`src/core/hmi_sys_pkg.sv`:
```
// Purpose: Shared constants for the panel system control and status block
// Assumes: APB with 32-bit data, one word per register, byte address = 4 * index
// Notes: Indices above 0x2 are local additions for entry flags, interrupts and details
package hmi_sys_pkg;
    // Register indices
    localparam logic [5:0] IDX_CTRL = 6'h01;
    localparam logic [5:0] IDX_ERR = 6'h02;
    localparam logic [5:0] IDX_ENTRY = 6'h03;
    localparam logic [5:0] IDX_IRQ_STAT = 6'h04;
    localparam logic [5:0] IDX_IRQ_EN = 6'h05;
    localparam logic [5:0] IDX_IRQ_CLR = 6'h06;
    localparam logic [5:0] IDX_DET_LO = 6'h07;
    localparam logic [5:0] IDX_DET_HI = 6'h08;
    // Control word fields
    localparam int CTL_BACKLIGHT = 0;
    localparam int CTL_AUTO_OFF_DIS = 5;
    localparam int CTL_BEEP = 6;
    localparam int CTL_SCREEN = 7;
    localparam int CTL_CLR_ERR = 9;
    localparam int CTL_CLR_NUM = 10;
    localparam int CTL_CLR_TXT = 11;
    localparam logic [15:0] CTL_WMASK = 16'h0ee1;
    localparam logic [15:0] CTL_RESET = 16'h0000;
    // Error word fields
    localparam int ERR_COMM = 3;
    localparam int ERR_ARITH = 5;
    localparam int ERR_RANGE = 6;
    localparam int ERR_CLOCK = 7;
    localparam int ERR_SCRIPT = 10;
    localparam logic [15:0] ERR_MASK = 16'h04e8;
    localparam logic [15:0] ERR_RESET = 16'h0000;
    // Entry result word fields
    localparam int ENT_NUM_DONE = 0;
    localparam int ENT_NUM_CANCEL = 1;
    localparam int ENT_AUTO_OFF = 2;
    localparam int ENT_TXT_DONE = 5;
    localparam int ENT_TXT_CANCEL = 6;
    localparam logic [15:0] ENT_RESET = 16'h0000;
    // Idle switch-off time
    localparam longint IDLE_TIME_S = 600;
    localparam longint CLK_HZ = 25000000;
    localparam longint IDLE_CYCLES = IDLE_TIME_S * CLK_HZ;
endpackage

```
`src/core/idle_timer.sv`:
```
// Purpose: Counts clock cycles of panel inactivity and flags expiry
// Assumes: Restart and enable come from logic on the same clock
// Notes: Counter halts at LIMIT - 1 until restarted or disabled
`timescale 1ns/1ps
module idle_timer #(
    parameter longint LIMIT = hmi_sys_pkg::IDLE_CYCLES
) (
    // Clock and reset
    input wire logic clk,
    input wire logic rst_n,
    // Control
    input wire logic enable,
    input wire logic restart,
    // Status
    output logic expired
);
    logic [63:0] cnt_q;
    logic [63:0] cnt_d;
    logic hit;

    // Terminal count compare
    assign hit = (cnt_q == 64'(LIMIT - 1));
    assign cnt_d = (!enable || restart) ? 64'h0 : (hit ? cnt_q : cnt_q + 64'h1);

    // Counter and one-cycle expiry pulse
    always_ff @(posedge clk) begin
        if (!rst_n) begin
            cnt_q <= 64'h0;
            expired <= 1'b0;
        end else begin
            cnt_q <= cnt_d;
            expired <= enable && !restart && (cnt_q == 64'(LIMIT - 2));
        end
    end
endmodule

```
`src/core/hmi_sys_ctrl.sv`:
```
// Purpose: System control word and error status word of an operator panel, on APB
// Assumes: Event inputs are one-cycle pulses on CLK_SYS; TOUCH_ACT is an async pin
// Notes: One wait state on every APB access; unmapped indices answer with PSLVERR
// Notes on behaviour
// - Auto-off setting zero: backlight goes dark after long panel idleness.
// - Setting one stops idle switch-off; changing to one relights dark backlight.
// - Beep bit reads back, resets zero; one beeps continuously, zero stops.
// - Screen display bit stores state like backlight bit; writes change it.
// - Clear-error command zeroes whole error word, then drops to zero itself.
// - Numeric clear command zeroes numeric done and cancel flags, self-clears.
// - Text clear command zeroes text done and cancel flags, self-clears.
// - Whole error and status word is zero after power-up.
// - Serial port one data exchange failure sets communication error flag.
// - Bad packed digit, divide by zero or bad chart limits set arithmetic flag.
// - Out-of-range device write or too many devices sets range flag.
// - Stopped real-time clock sets clock error flag.
// - Script failure sets script flag and stores two detail words.
// - Backlight bit zero means off, one means on.
// - Auto-off setting sits in control bit 5, zero after power-up.
`timescale 1ns/1ps
module hmi_sys_ctrl #(
    parameter longint IDLE_CYCLES = hmi_sys_pkg::IDLE_CYCLES
) (
    // Clock and reset
    input wire logic CLK_SYS,
    input wire logic RST_N,
    // APB slave
    input wire logic PSEL,
    input wire logic PENABLE,
    input wire logic PWRITE,
    input wire logic [7:0] PADDR,
    input wire logic [31:0] PWDATA,
    output logic [31:0] PRDATA,
    output logic PREADY,
    output logic PSLVERR,
    // Error events
    input wire logic FIRST_SERIAL_PORT_ERR,
    input wire logic ARITH_ERR,
    input wire logic RANGE_ERR,
    input wire logic CLOCK_STOPPED,
    input wire logic SCRIPT_ERR,
    input wire logic [15:0] SCRIPT_ERROR_DETAIL_LO,
    input wire logic [15:0] SCRIPT_ERROR_DETAIL_HI,
    // Entry result events
    input wire logic NUM_DONE,
    input wire logic NUM_CANCEL,
    input wire logic TXT_DONE,
    input wire logic TXT_CANCEL,
    // Panel activity pin
    input wire logic TOUCH_ACT,
    // Panel outputs
    output logic BACKLIGHT_ON,
    output logic SCREEN_ON,
    output logic BEEP_ON,
    output logic IRQ
);
    logic [15:0] ctrl_q, ctrl_d;
    logic [15:0] err_q, err_d;
    logic [15:0] ent_q, ent_d;
    logic [15:0] istat_q, istat_d;
    logic [15:0] ien_q;
    logic [15:0] det_lo_q, det_hi_q;
    logic backlight_q, backlight_d;
    logic auto_dark_q, auto_dark_d;
    logic [2:0] touch_sync_q;
    logic touch_q;
    logic pready_q;
    logic [31:0] prdata_q;
    logic pslverr_q;
    logic irq_q;

    // Bus decode
    logic access, wr_en, hit_ok;
    logic [5:0] idx;
    logic [15:0] wdata;
    logic [15:0] rdata;
    logic wr_ctrl, wr_ien, wr_iclr;
    logic [15:0] err_evt, ent_evt;
    logic touch_evt, idle_expired, auto_on;

    assign access = PSEL && PENABLE && !pready_q;
    assign wr_en = PSEL && PENABLE && pready_q && PWRITE && hit_ok;
    assign idx = PADDR[7:2];
    assign wdata = PWDATA[15:0];
    assign hit_ok = (PADDR[1:0] == 2'h0) && (idx >= hmi_sys_pkg::IDX_CTRL)
                    && (idx <= hmi_sys_pkg::IDX_DET_HI);
    assign wr_ctrl = wr_en && (idx == hmi_sys_pkg::IDX_CTRL);
    assign wr_ien = wr_en && (idx == hmi_sys_pkg::IDX_IRQ_EN);
    assign wr_iclr = wr_en && (idx == hmi_sys_pkg::IDX_IRQ_CLR);

    // Read multiplexer; reserved bits read zero
    assign rdata = (idx == hmi_sys_pkg::IDX_CTRL) ?
                       ((ctrl_q & ~16'h0001) | {15'h0, backlight_q}) :
                   (idx == hmi_sys_pkg::IDX_ERR) ? err_q :
                   (idx == hmi_sys_pkg::IDX_ENTRY) ? ent_q :
                   (idx == hmi_sys_pkg::IDX_IRQ_STAT) ? istat_q :
                   (idx == hmi_sys_pkg::IDX_IRQ_EN) ? ien_q :
                   (idx == hmi_sys_pkg::IDX_DET_LO) ? det_lo_q :
                   (idx == hmi_sys_pkg::IDX_DET_HI) ? det_hi_q : 16'h0000;

    // Error event vector in error word layout
    assign err_evt = (16'(FIRST_SERIAL_PORT_ERR) << hmi_sys_pkg::ERR_COMM)
                   | (16'(ARITH_ERR) << hmi_sys_pkg::ERR_ARITH)
                   | (16'(RANGE_ERR) << hmi_sys_pkg::ERR_RANGE)
                   | (16'(CLOCK_STOPPED) << hmi_sys_pkg::ERR_CLOCK)
                   | (16'(SCRIPT_ERR) << hmi_sys_pkg::ERR_SCRIPT);
    assign ent_evt = (16'(NUM_DONE) << hmi_sys_pkg::ENT_NUM_DONE)
                   | (16'(NUM_CANCEL) << hmi_sys_pkg::ENT_NUM_CANCEL)
                   | (16'(TXT_DONE) << hmi_sys_pkg::ENT_TXT_DONE)
                   | (16'(TXT_CANCEL) << hmi_sys_pkg::ENT_TXT_CANCEL);

    // Sticky error word: events win over the clear command
    assign err_d = (ctrl_q[hmi_sys_pkg::CTL_CLR_ERR] ? 16'h0000 : err_q)
                   | err_evt;

    // Entry flags: clear commands act on their pairs, events win
    always_comb begin
        ent_d = ent_q;
        if (ctrl_q[hmi_sys_pkg::CTL_CLR_NUM]) begin
            ent_d[hmi_sys_pkg::ENT_NUM_DONE] = 1'b0;
            ent_d[hmi_sys_pkg::ENT_NUM_CANCEL] = 1'b0;
        end
        if (ctrl_q[hmi_sys_pkg::CTL_CLR_TXT]) begin
            ent_d[hmi_sys_pkg::ENT_TXT_DONE] = 1'b0;
            ent_d[hmi_sys_pkg::ENT_TXT_CANCEL] = 1'b0;
        end
        ent_d = ent_d | ent_evt;
        ent_d[hmi_sys_pkg::ENT_AUTO_OFF] = auto_dark_d;
    end

    // Control word: commands last one cycle after being written
    always_comb begin
        ctrl_d = ctrl_q;
        ctrl_d[hmi_sys_pkg::CTL_CLR_ERR] = 1'b0;
        ctrl_d[hmi_sys_pkg::CTL_CLR_NUM] = 1'b0;
        ctrl_d[hmi_sys_pkg::CTL_CLR_TXT] = 1'b0;
        if (wr_ctrl) begin
            ctrl_d = wdata & hmi_sys_pkg::CTL_WMASK;
        end
    end

    // Auto-off setting going to one relights a dark backlight
    assign auto_on = wr_ctrl && wdata[hmi_sys_pkg::CTL_AUTO_OFF_DIS]
                     && !ctrl_q[hmi_sys_pkg::CTL_AUTO_OFF_DIS];

    // Backlight state
    always_comb begin
        backlight_d = backlight_q;
        auto_dark_d = auto_dark_q;
        if (idle_expired && !ctrl_q[hmi_sys_pkg::CTL_AUTO_OFF_DIS]) begin
            backlight_d = 1'b0;
            auto_dark_d = 1'b1;
        end
        if (touch_evt && auto_dark_q) begin
            backlight_d = 1'b1;
        end
        if (wr_ctrl) begin
            backlight_d = wdata[hmi_sys_pkg::CTL_BACKLIGHT];
        end
        if (auto_on && !backlight_q) begin
            backlight_d = 1'b1;
        end
        if (backlight_d) begin
            auto_dark_d = 1'b0;
        end
    end

    // Interrupt status: sticky, write-one-to-clear, set wins
    assign istat_d = ((wr_iclr ? (istat_q & ~wdata) : istat_q) | err_evt)
                     & hmi_sys_pkg::ERR_MASK;

    // Activity edge after the synchroniser agrees
    assign touch_evt = (touch_sync_q[1] == touch_sync_q[2]) && touch_sync_q[2] && !touch_q;

    // Idle counter, runs only while lit with idle switch-off allowed
    idle_timer #(
        .LIMIT(IDLE_CYCLES)
    ) u_idle (
        .clk(CLK_SYS),
        .rst_n(RST_N),
        .enable(backlight_q && !ctrl_q[hmi_sys_pkg::CTL_AUTO_OFF_DIS]),
        .restart(touch_evt || wr_ctrl),
        .expired(idle_expired)
    );

    // Register state
    always_ff @(posedge CLK_SYS) begin
        if (!RST_N) begin
            ctrl_q <= hmi_sys_pkg::CTL_RESET;
            err_q <= hmi_sys_pkg::ERR_RESET;
            ent_q <= hmi_sys_pkg::ENT_RESET;
            istat_q <= 16'h0000;
            ien_q <= 16'h0000;
            backlight_q <= 1'b1;
            auto_dark_q <= 1'b0;
        end else begin
            ctrl_q <= ctrl_d;
            err_q <= err_d;
            ent_q <= ent_d;
            istat_q <= istat_d;
            ien_q <= wr_ien ? (wdata & hmi_sys_pkg::ERR_MASK) : ien_q;
            backlight_q <= backlight_d;
            auto_dark_q <= auto_dark_d;
        end
    end

    // Script detail capture
    always_ff @(posedge CLK_SYS) begin
        if (!RST_N) begin
            det_lo_q <= 16'h0000;
            det_hi_q <= 16'h0000;
        end else if (SCRIPT_ERR) begin
            det_lo_q <= SCRIPT_ERROR_DETAIL_LO;
            det_hi_q <= SCRIPT_ERROR_DETAIL_HI;
        end
    end

    // Activity pin synchroniser
    always_ff @(posedge CLK_SYS) begin
        if (!RST_N) begin
            touch_sync_q <= 3'h0;
            touch_q <= 1'b0;
        end else begin
            touch_sync_q <= {touch_sync_q[1:0], TOUCH_ACT};
            touch_q <= (touch_sync_q[1] == touch_sync_q[2]) ? touch_sync_q[2] : touch_q;
        end
    end

    // APB answer with one wait state
    always_ff @(posedge CLK_SYS) begin
        if (!RST_N) begin
            pready_q <= 1'b0;
            prdata_q <= 32'h0;
            pslverr_q <= 1'b0;
        end else begin
            pready_q <= access;
            prdata_q <= (access && !PWRITE && hit_ok) ? {16'h0, rdata} : 32'h0;
            pslverr_q <= access && !hit_ok;
        end
    end

    // Interrupt output register
    always_ff @(posedge CLK_SYS) begin
        if (!RST_N) begin
            irq_q <= 1'b0;
        end else begin
            irq_q <= |(istat_d & ien_q);
        end
    end

    // Outputs straight from their registers
    assign PREADY = pready_q;
    assign PRDATA = prdata_q;
    assign PSLVERR = pslverr_q;
    assign BACKLIGHT_ON = backlight_q;
    assign SCREEN_ON = ctrl_q[hmi_sys_pkg::CTL_SCREEN];
    assign BEEP_ON = ctrl_q[hmi_sys_pkg::CTL_BEEP];
    assign IRQ = irq_q;

    // Checks
    clear_err_a: assert property (@(posedge CLK_SYS) disable iff (!RST_N)
        ctrl_q[hmi_sys_pkg::CTL_CLR_ERR] && err_evt == 16'h0 |=> err_q == 16'h0)
        else $error("error word not cleared by command");
    cmd_selfclr_a: assert property (@(posedge CLK_SYS) disable iff (!RST_N)
        ctrl_q[hmi_sys_pkg::CTL_CLR_ERR] && !wr_ctrl |=> !ctrl_q[hmi_sys_pkg::CTL_CLR_ERR])
        else $error("clear-error command did not self-clear");
    num_clear_a: assert property (@(posedge CLK_SYS) disable iff (!RST_N)
        ctrl_q[hmi_sys_pkg::CTL_CLR_NUM] && !NUM_DONE && !NUM_CANCEL
        |=> !ent_q[hmi_sys_pkg::ENT_NUM_DONE] && !ent_q[hmi_sys_pkg::ENT_NUM_CANCEL])
        else $error("numeric entry flags not cleared");
    txt_clear_a: assert property (@(posedge CLK_SYS) disable iff (!RST_N)
        ctrl_q[hmi_sys_pkg::CTL_CLR_TXT] && !TXT_DONE && !TXT_CANCEL
        |=> !ent_q[hmi_sys_pkg::ENT_TXT_DONE] && !ent_q[hmi_sys_pkg::ENT_TXT_CANCEL])
        else $error("text entry flags not cleared");
    beep_write_a: assert property (@(posedge CLK_SYS) disable iff (!RST_N)
        wr_ctrl |=> BEEP_ON == $past(PWDATA[hmi_sys_pkg::CTL_BEEP]))
        else $error("beep output does not follow written value");
    err_sticky_a: assert property (@(posedge CLK_SYS) disable iff (!RST_N)
        ##1 (err_q & ~$past(err_q) & ~$past(err_evt)) == 16'h0)
        else $error("error flag rose without an event");
    err_hold_a: assert property (@(posedge CLK_SYS) disable iff (!RST_N)
        !ctrl_q[hmi_sys_pkg::CTL_CLR_ERR] |=> (err_q & $past(err_q)) == $past(err_q))
        else $error("error flag dropped without clear");
    comm_set_a: assert property (@(posedge CLK_SYS) disable iff (!RST_N)
        FIRST_SERIAL_PORT_ERR |=> err_q[hmi_sys_pkg::ERR_COMM])
        else $error("communication error flag not set");
    relight_a: assert property (@(posedge CLK_SYS) disable iff (!RST_N)
        auto_on && !backlight_q |=> BACKLIGHT_ON)
        else $error("backlight not relit by auto-off disable");
    apb_ready_a: assert property (@(posedge CLK_SYS) disable iff (!RST_N)
        PSEL && PENABLE && !PREADY |=> PREADY ##1 !PREADY)
        else $error("ready not a single-cycle answer");
    screen_write_a: assert property (@(posedge CLK_SYS) disable iff (!RST_N)
        wr_ctrl |=> SCREEN_ON == $past(PWDATA[hmi_sys_pkg::CTL_SCREEN]))
        else $error("screen output does not follow written value");
    light_write_a: assert property (@(posedge CLK_SYS) disable iff (!RST_N)
        wr_ctrl && !auto_on |=> BACKLIGHT_ON == $past(PWDATA[hmi_sys_pkg::CTL_BACKLIGHT]))
        else $error("backlight does not follow written value");
    idle_dark_a: assert property (@(posedge CLK_SYS) disable iff (!RST_N)
        idle_expired && !ctrl_q[hmi_sys_pkg::CTL_AUTO_OFF_DIS] && !wr_ctrl && !touch_evt
        |=> !BACKLIGHT_ON)
        else $error("backlight not dark after idle time");
    reset_zero_a: assert property (@(posedge CLK_SYS)
        !RST_N |=> err_q == hmi_sys_pkg::ERR_RESET && !ctrl_q[hmi_sys_pkg::CTL_AUTO_OFF_DIS])
        else $error("error word or auto-off setting not zero after reset");
endmodule

```
`config.mk`:
```
export PLATFORM = sky130hd
export DESIGN_NAME = hmi_sys_ctrl
export DESIGN_NICKNAME = d
export VERILOG_FILES = /design/src/core/hmi_sys_pkg.sv /design/src/core/idle_timer.sv /design/src/core/hmi_sys_ctrl.sv
export SDC_FILE = /design/constraint.sdc
export NUM_CORES = 1
export LEC_CHECK = 0
export BUFFER_PORTS_ARGS = -buffer_cell sky130_fd_sc_hd__buf_2
export CAP_MARGIN = 5
export CORE_MARGIN = 3
export CORE_UTILIZATION = 60
export CTS_CLUSTER_SIZE = 14
export DETAILED_ROUTE_END_ITERATION = 8
export PLACE_DENSITY = 0.85
export SLEW_MARGIN = 20
export SYNTH_ARGS = -nofsm -noshare
export SYNTH_HDL_FRONTEND = slang
export SYNTH_SLANG_ARGS = --single-unit
```
`constraint.sdc`:
```
create_clock -name CLK_SYS -period 3.6 [get_ports CLK_SYS]
set_clock_uncertainty 0.1 [all_clocks]
set_input_delay 0 -clock CLK_SYS [delete_from_list [all_inputs] [get_ports CLK_SYS]]
set_output_delay 0 -clock CLK_SYS [all_outputs]
set_load 0.01 [all_outputs]
```
Yosys cells after proc, flatten, opt, wreduce, memory -nomap -nowiden. Index checks and enable logic that the tools add are counted.

Add/sub/neg operators: 1. $lt $le $gt $ge: 2. Equal/unequal tests: 11. Multiplexer cells: 17. Bitwise logic cells: 15. Reduce and logical (&&, ||, !) cells: 38.

Operator list (number): 64-bit by 34-bit == test with 1-bit output, second input constant (2); 16-bit 2-to-1 mux (8); 64-bit by 1-bit adder with 64-bit output, second input constant (1); 6-bit by 3-bit == test with 1-bit output, second input constant (4); 1-bit logical AND (23); 11-bit AND (2); 16-bit by 11-bit bitwise OR with 16-bit output (1); 16-bit by 7-bit bitwise OR with 16-bit output (1); 16-bit OR reduction (1); 6-bit by 7-bit bitwise OR with 7-bit output (2); 6-bit by 2-bit == test with 1-bit output, second input constant (2); 12-bit by 1-bit bitwise OR with 12-bit output (1); 11-bit 2-to-1 mux (1); 11-bit inverter (1); 11-bit bitwise OR (1); 8-bit by 11-bit bitwise OR with 11-bit output (1); 1-bit zero test (8); 7-bit by 8-bit bitwise OR with 8-bit output (1); 6-bit by 1-bit == test with 1-bit output, second input constant (1); 6-bit by 4-bit == test with 1-bit output, second input constant (1); 6-bit by 1-bit >= comparator with 1-bit output, second input constant (1); 6-bit by 4-bit less-or-equal comparator with 1-bit output, second input constant (1); 1-bit 2-to-1 mux (6); 2-bit by 6-bit bitwise OR with 6-bit output (1); other kinds (9) (12).

Register bits after elaboration: 187. Input bits: 87.

Longest topological paths before layout.
Depth in word-level cells: 10. Mapped depth: 8. Gate-level depth less buffers: 7.

Hierarchy. From an unflattened synthesis, not the netlist that was laid out.

Cell total of the unflattened synthesis: 802. Area, all modules: 6970.4 µm².

Modules (own cells, without submodules): hmi_sys_ctrl (instances 1, cells an instance 384, area each 3517.1 µm²); idle_timer (instances 1, cells an instance 418, area each 3453.3 µm²).

Worst setup path before layout. No wires, ideal clock.

Path kind: register to register. Start: reg u_idle.cnt_q[12]. End: reg u_idle.cnt_q[17]. Library setup time: 0.072 ns. Data arrival time: 1.824 ns. Slack: 1.605 ns. Cell stages (with the launch flop): 8. Path buffers: 1. Cell sequence: dfxtp_1 > nand3_4 > or3_1 > nor4_2 > and2_1 > buf_4 > or4bb_1 > mux2i_1.

Longest elaborated chain between the ends: 1. Elaborated cells between the ends (all ways): 2. Those cells by class: add/sub: 1; eq/ne: 1.

Ends and longest elaborated chain: start: declaration (line idle_timer.sv:17) `logic [63:0] cnt_q;`; start signal: assignment (line idle_timer.sv:31) `cnt_q <= cnt_d;`; 64-bit by 1-bit adder with 64-bit output or 64-bit by 34-bit == test with 1-bit output (tied branches) (line idle_timer.sv:23, idle_timer.sv:22).

Several ways; a longest one is shown, not always the timed one. A chain may end at the register's enable or synchronous reset.

Worst setup path in the final report.
Start: in PADDR[2]. End: reg ent_q[2].

Longest elaborated chain between the ends: 10. Elaborated cells between the ends (all ways): 13. Those cells by class: order compare: 2; eq/ne: 1; mux: 3; reduce/logical: 7.

Ends and longest elaborated chain: start: declaration (line hmi_sys_ctrl.sv:31) `input wire logic [7:0] PADDR,`; 6-bit by 1-bit >= comparator with 1-bit output (line hmi_sys_ctrl.sv:85) `assign hit_ok = (PADDR[1:0] == 2'h0) && (idx >= hmi_sys_pkg::IDX_CTRL)`; 1-bit logical AND (line hmi_sys_ctrl.sv:85); 1-bit logical AND (line hmi_sys_ctrl.sv:86) `&& (idx <= hmi_sys_pkg::IDX_DET_HI);`; 1-bit logical AND (line hmi_sys_ctrl.sv:82) `assign wr_en = PSEL && PENABLE && pready_q && PWRITE && hit_ok;`; 1-bit logical AND (*) (line hmi_sys_ctrl.sv:87) `assign wr_ctrl = wr_en && (idx == hmi_sys_pkg::IDX_CTRL);`; 1-bit logical AND (line hmi_sys_ctrl.sv:143) `assign auto_on = wr_ctrl && wdata[hmi_sys_pkg::CTL_AUTO_OFF_DIS]`; 1-bit logical AND (line hmi_sys_ctrl.sv:144) `&& !ctrl_q[hmi_sys_pkg::CTL_AUTO_OFF_DIS];`; 1-bit logical AND (line hmi_sys_ctrl.sv:160) `if (auto_on && !backlight_q) begin`; 1-bit 2-to-1 mux (*) (line hmi_sys_ctrl.sv:160); 1-bit 2-to-1 mux (*) (line hmi_sys_ctrl.sv:163) `if (backlight_d) begin`; end signal: assignment (line hmi_sys_ctrl.sv:191) `ent_q <= hmi_sys_pkg::ENT_RESET;`; end signal: assignment (line hmi_sys_ctrl.sv:199) `ent_q <= ent_d;`; end: declaration (line hmi_sys_ctrl.sv:59) `logic [15:0] ent_q, ent_d;`.

Mark *: on every way between the ends. The rest lies on a longest branch, timed or not.

==> impl_results.md <==
- Area occupied by multi-input gates: 3400 µm²
- TritonRoute pass-1 iters: 6
- Worst EP required: 3.97 ns
- Total Routing Usage GR: 0.306
- Flop-to-flop setup slack: 0.69 ns
- DR iter-0 viols: 705
- Final TNS setup: 0 ns
- # fillers: 621
- Vias in the first global route: 6,256
- Maximum VDD drop: 0.392 mV
- RR Startpoint: PREADY
- Async SR Flop Fraction: 0
- Clk sinks: 147
- Deepest clock path buffer count: 2
- Area occupied by registers: 2940 µm²
- Cells after synthesis: 744
- Synthesized area per cell: 8.93 µm²
- Final Net Count: 974
- EDFF count, synth: 0
- GRT overflow: 0
- Diode count: 0
- Hold path depth: 6
- Synth top area share: 0.443
- Hold_ws: 0.117 ns
- Crit-path cells: dlygate4sd3_1, buf_2, nor3_1, xnor2_1, nand3_1, a211oi_1, dlygate4sd3_1, o21ai_1, dlygate4sd3_1, a21oi_1
- CTS resizes: 0
- Chip width: 111 µm
- Worst min path class: primary input to flop
- Layout area overhead: 25.5%
- Critical Path Max Stage Delay: 0.59 ns
- #FFs+latches synth: 147
- I/O Pins: 125
- Initial antenna violation count: 0
- Clock-pin slew on the worst setup and hold paths: 0.07 ns
- Final worst-path cycle share: 0.844
- Final Hold Viols: 0
- Status: complete, no violations
- Commonest cells post-synth: dfxtp_1 (147), nor2_1 (132), a21oi_1 (45)
- Root Driver: clkbuf_8
- Starting Density: 0.630
- Htree depth: 4
- WP data arrival: 3.41 ns
- Crit-path max FO: 17
- Leak: 3.42 nW
- GP Congestion: 0.912
- Crit path buf inv count: 4
- Largest net degree at the start of global routing: 56
- Top_reg_cell synth: dfxtp_1
- Vias/cell: 6.04
- Syn. warnings: 0
- Worst Hold Path EP: istat_q[5]
- Fraction of the yosys area taken by sequential cells: 0.443
- Hold Crit Start: PADDR[7]
- Setup crit end kind: flop
- # Max-Cap Violations: 0
- Finished Core Util: 0.790
- Slowest CP cell: dlygate4sd3_1
- Die Ht: 111 µm
- Port Buffers: 84
- Most frequent CP cell: dlygate4sd3_1
- DR vias: 6,236
- Post-route ant nets: 0
- Core ar.: 10,600 µm²
- R2r endpoint: ent_q[2]
- RSZ-0062 raised after global routing: false
- CP startpoint kind: primary input
- Fmax: 329 MHz
- CP delay by family, top: buffers and inverters
- Final worst path period need: 3.04 ns
- Worst skew pair latency: 0.53 ns
- Post-DP HPWL: 10.6 mm
- Synth cell types: 64
- First-pass GRT wire length: 30.9 mm
- WL final: 19.0 mm
- Worst-case reg-to-reg path depth: 8
- Final Setup Violations: 0
- TritonCTS clock tree: built
- Area of the die: 12,400 µm²
- Synth top area cells: dfxtp_1 (44%), nor2_1 (7.5%), mux2i_1 (5.9%), xor2_1 (4.7%), a21oi_1 (3.4%)
- Crit Path Class: primary input to flop
- Pwr Density: 455 nW/µm²
- Routed wire length per instance: 18.4 µm
- Worst-margin pin slew: 1.05 ns
- Mapped cell area: 6650 µm²
- Layout cells sized above 1: 0.165
- Num CTS Buffers: 17
- Num rows: 37
- Area leader, netlist: dfxtp_1
- Number of remaining DRC errors: 0
- Max-slew headroom: 0.292
- Top-count cell post-synth: dfxtp_1
- Final Max Tran Viols: 0
[placed cells by master, fill, tap and decap left out, drive strengths merged, types with 13 or more instances in the layout]
cell type    count
nand4           30
dlygate4sd3     68
nor2           132
clkbuf          18
nand2           36
a22oi           13
and3            17
nor4            20
dfxtp          147
buf             88
nand3           30
conb            16
mux2i           39
xor2            36
a21oi           47
o21ai           18
inv             28
xnor2           17
[layer usage]
| metal | up-vias | global-route usage | part of all wire |
|---|---|---|---|
| met5 | - | 0 | 0 |
| met2 | 367 | 0.538 | 0.51 |
| li1 | 2863 | - | - |
| met3 | 77 | 0.0770 | 0.077 |
| met4 | 0 | 0.137 | 0.035 |
| met1 | 2929 | 0.348 | 0.38 |
[area by class of cell]
class / instances / area share
clock buffers: 18 / 0.0513
clock inverters: 14 / 0.0228
inverters: 21 / 0.00945
multi-input cells: 541 / 0.408
flip-flops and latches: 147 / 0.353
well taps: 136 / 0.0204
repair buffers: 156 / 0.136
[how the worst max path moves through the flow]
stage                                start               end  slack (ns)  cells past startpoint
final                             PADDR[2]          ent_q[2]        0.56                     10
after global routing              PADDR[2]          ent_q[2]        0.44                     10
after CTS                         PADDR[2]          ent_q[2]        0.80                     10
after detailed placement  u_idle.cnt_q[17]  u_idle.cnt_q[60]        1.18                      6
after global placement    u_idle.cnt_q[16]  u_idle.cnt_q[60]        1.21                      6
after floorplan           u_idle.cnt_q[12]  u_idle.cnt_q[17]        1.60                      7
[logic make-up after synthesis]
family / after synthesis / synth area share
buffers and inverters: 71 / 0.0544
AOI/OAI and AO/OA: 103 / 0.0949
muxes: 39 / 0.0587
xor gates and xnor gates: 53 / 0.0698
adders and majority gates: 3 / 0.00565
and+or+nand+nor: 327 / 0.273
DFF: 147 / 0.443
other: 1 / 0.000564
[report_power, final]
group	total, mW	switching [mW]	internal (mW)	leakage, nW
combinational	0.240	0.127	0.113	1.92
clock	1.87	0.767	1.10	0.301
sequential	1.69	0.0249	1.66	1.20
[worst min-delay path: stages]
cell and delay, ns:
buf_2 0.15, or4_4 0.19, nor4_4 0.07, nand2_1 0.08, a21oi_1 0.10, nor2_1 0.11
[through the flow]
stage          setup slack (ns)  cells  instance area (µm²)  total power [mW]
5_1_grt                   0.441   1033                 8340              3.88
4_1_cts                   0.797   1033                 8340              3.77
6_report                  0.560   1033                 8340              3.80
3_3_place_gp               1.21    933                 7040              1.89
2_1_floorplan              1.60    759                 6700              1.84
3_5_place_dp               1.18    933                 7040              1.90
[timing repair]
item,4_1_cts,5_1_grt
hold buffers,68,0
endpoints found under the hold margin,74,0
buffers inserted,0,0
[flip-flops by register name, indices dropped and copies added, names as in the netlist, 5 cells and up]
| register | cells |
|---|---|
| ctrl_q | 6 |
| det_hi_q | 16 |
| ent_q | 5 |
| err_q | 5 |
| istat_q | 5 |
| u_idle.cnt_q | 64 |
| PRDATA | 16 |
| det_lo_q | 16 |
| ien_q | 5 |
Note: power is estimated with default switching activity, not from simulation.
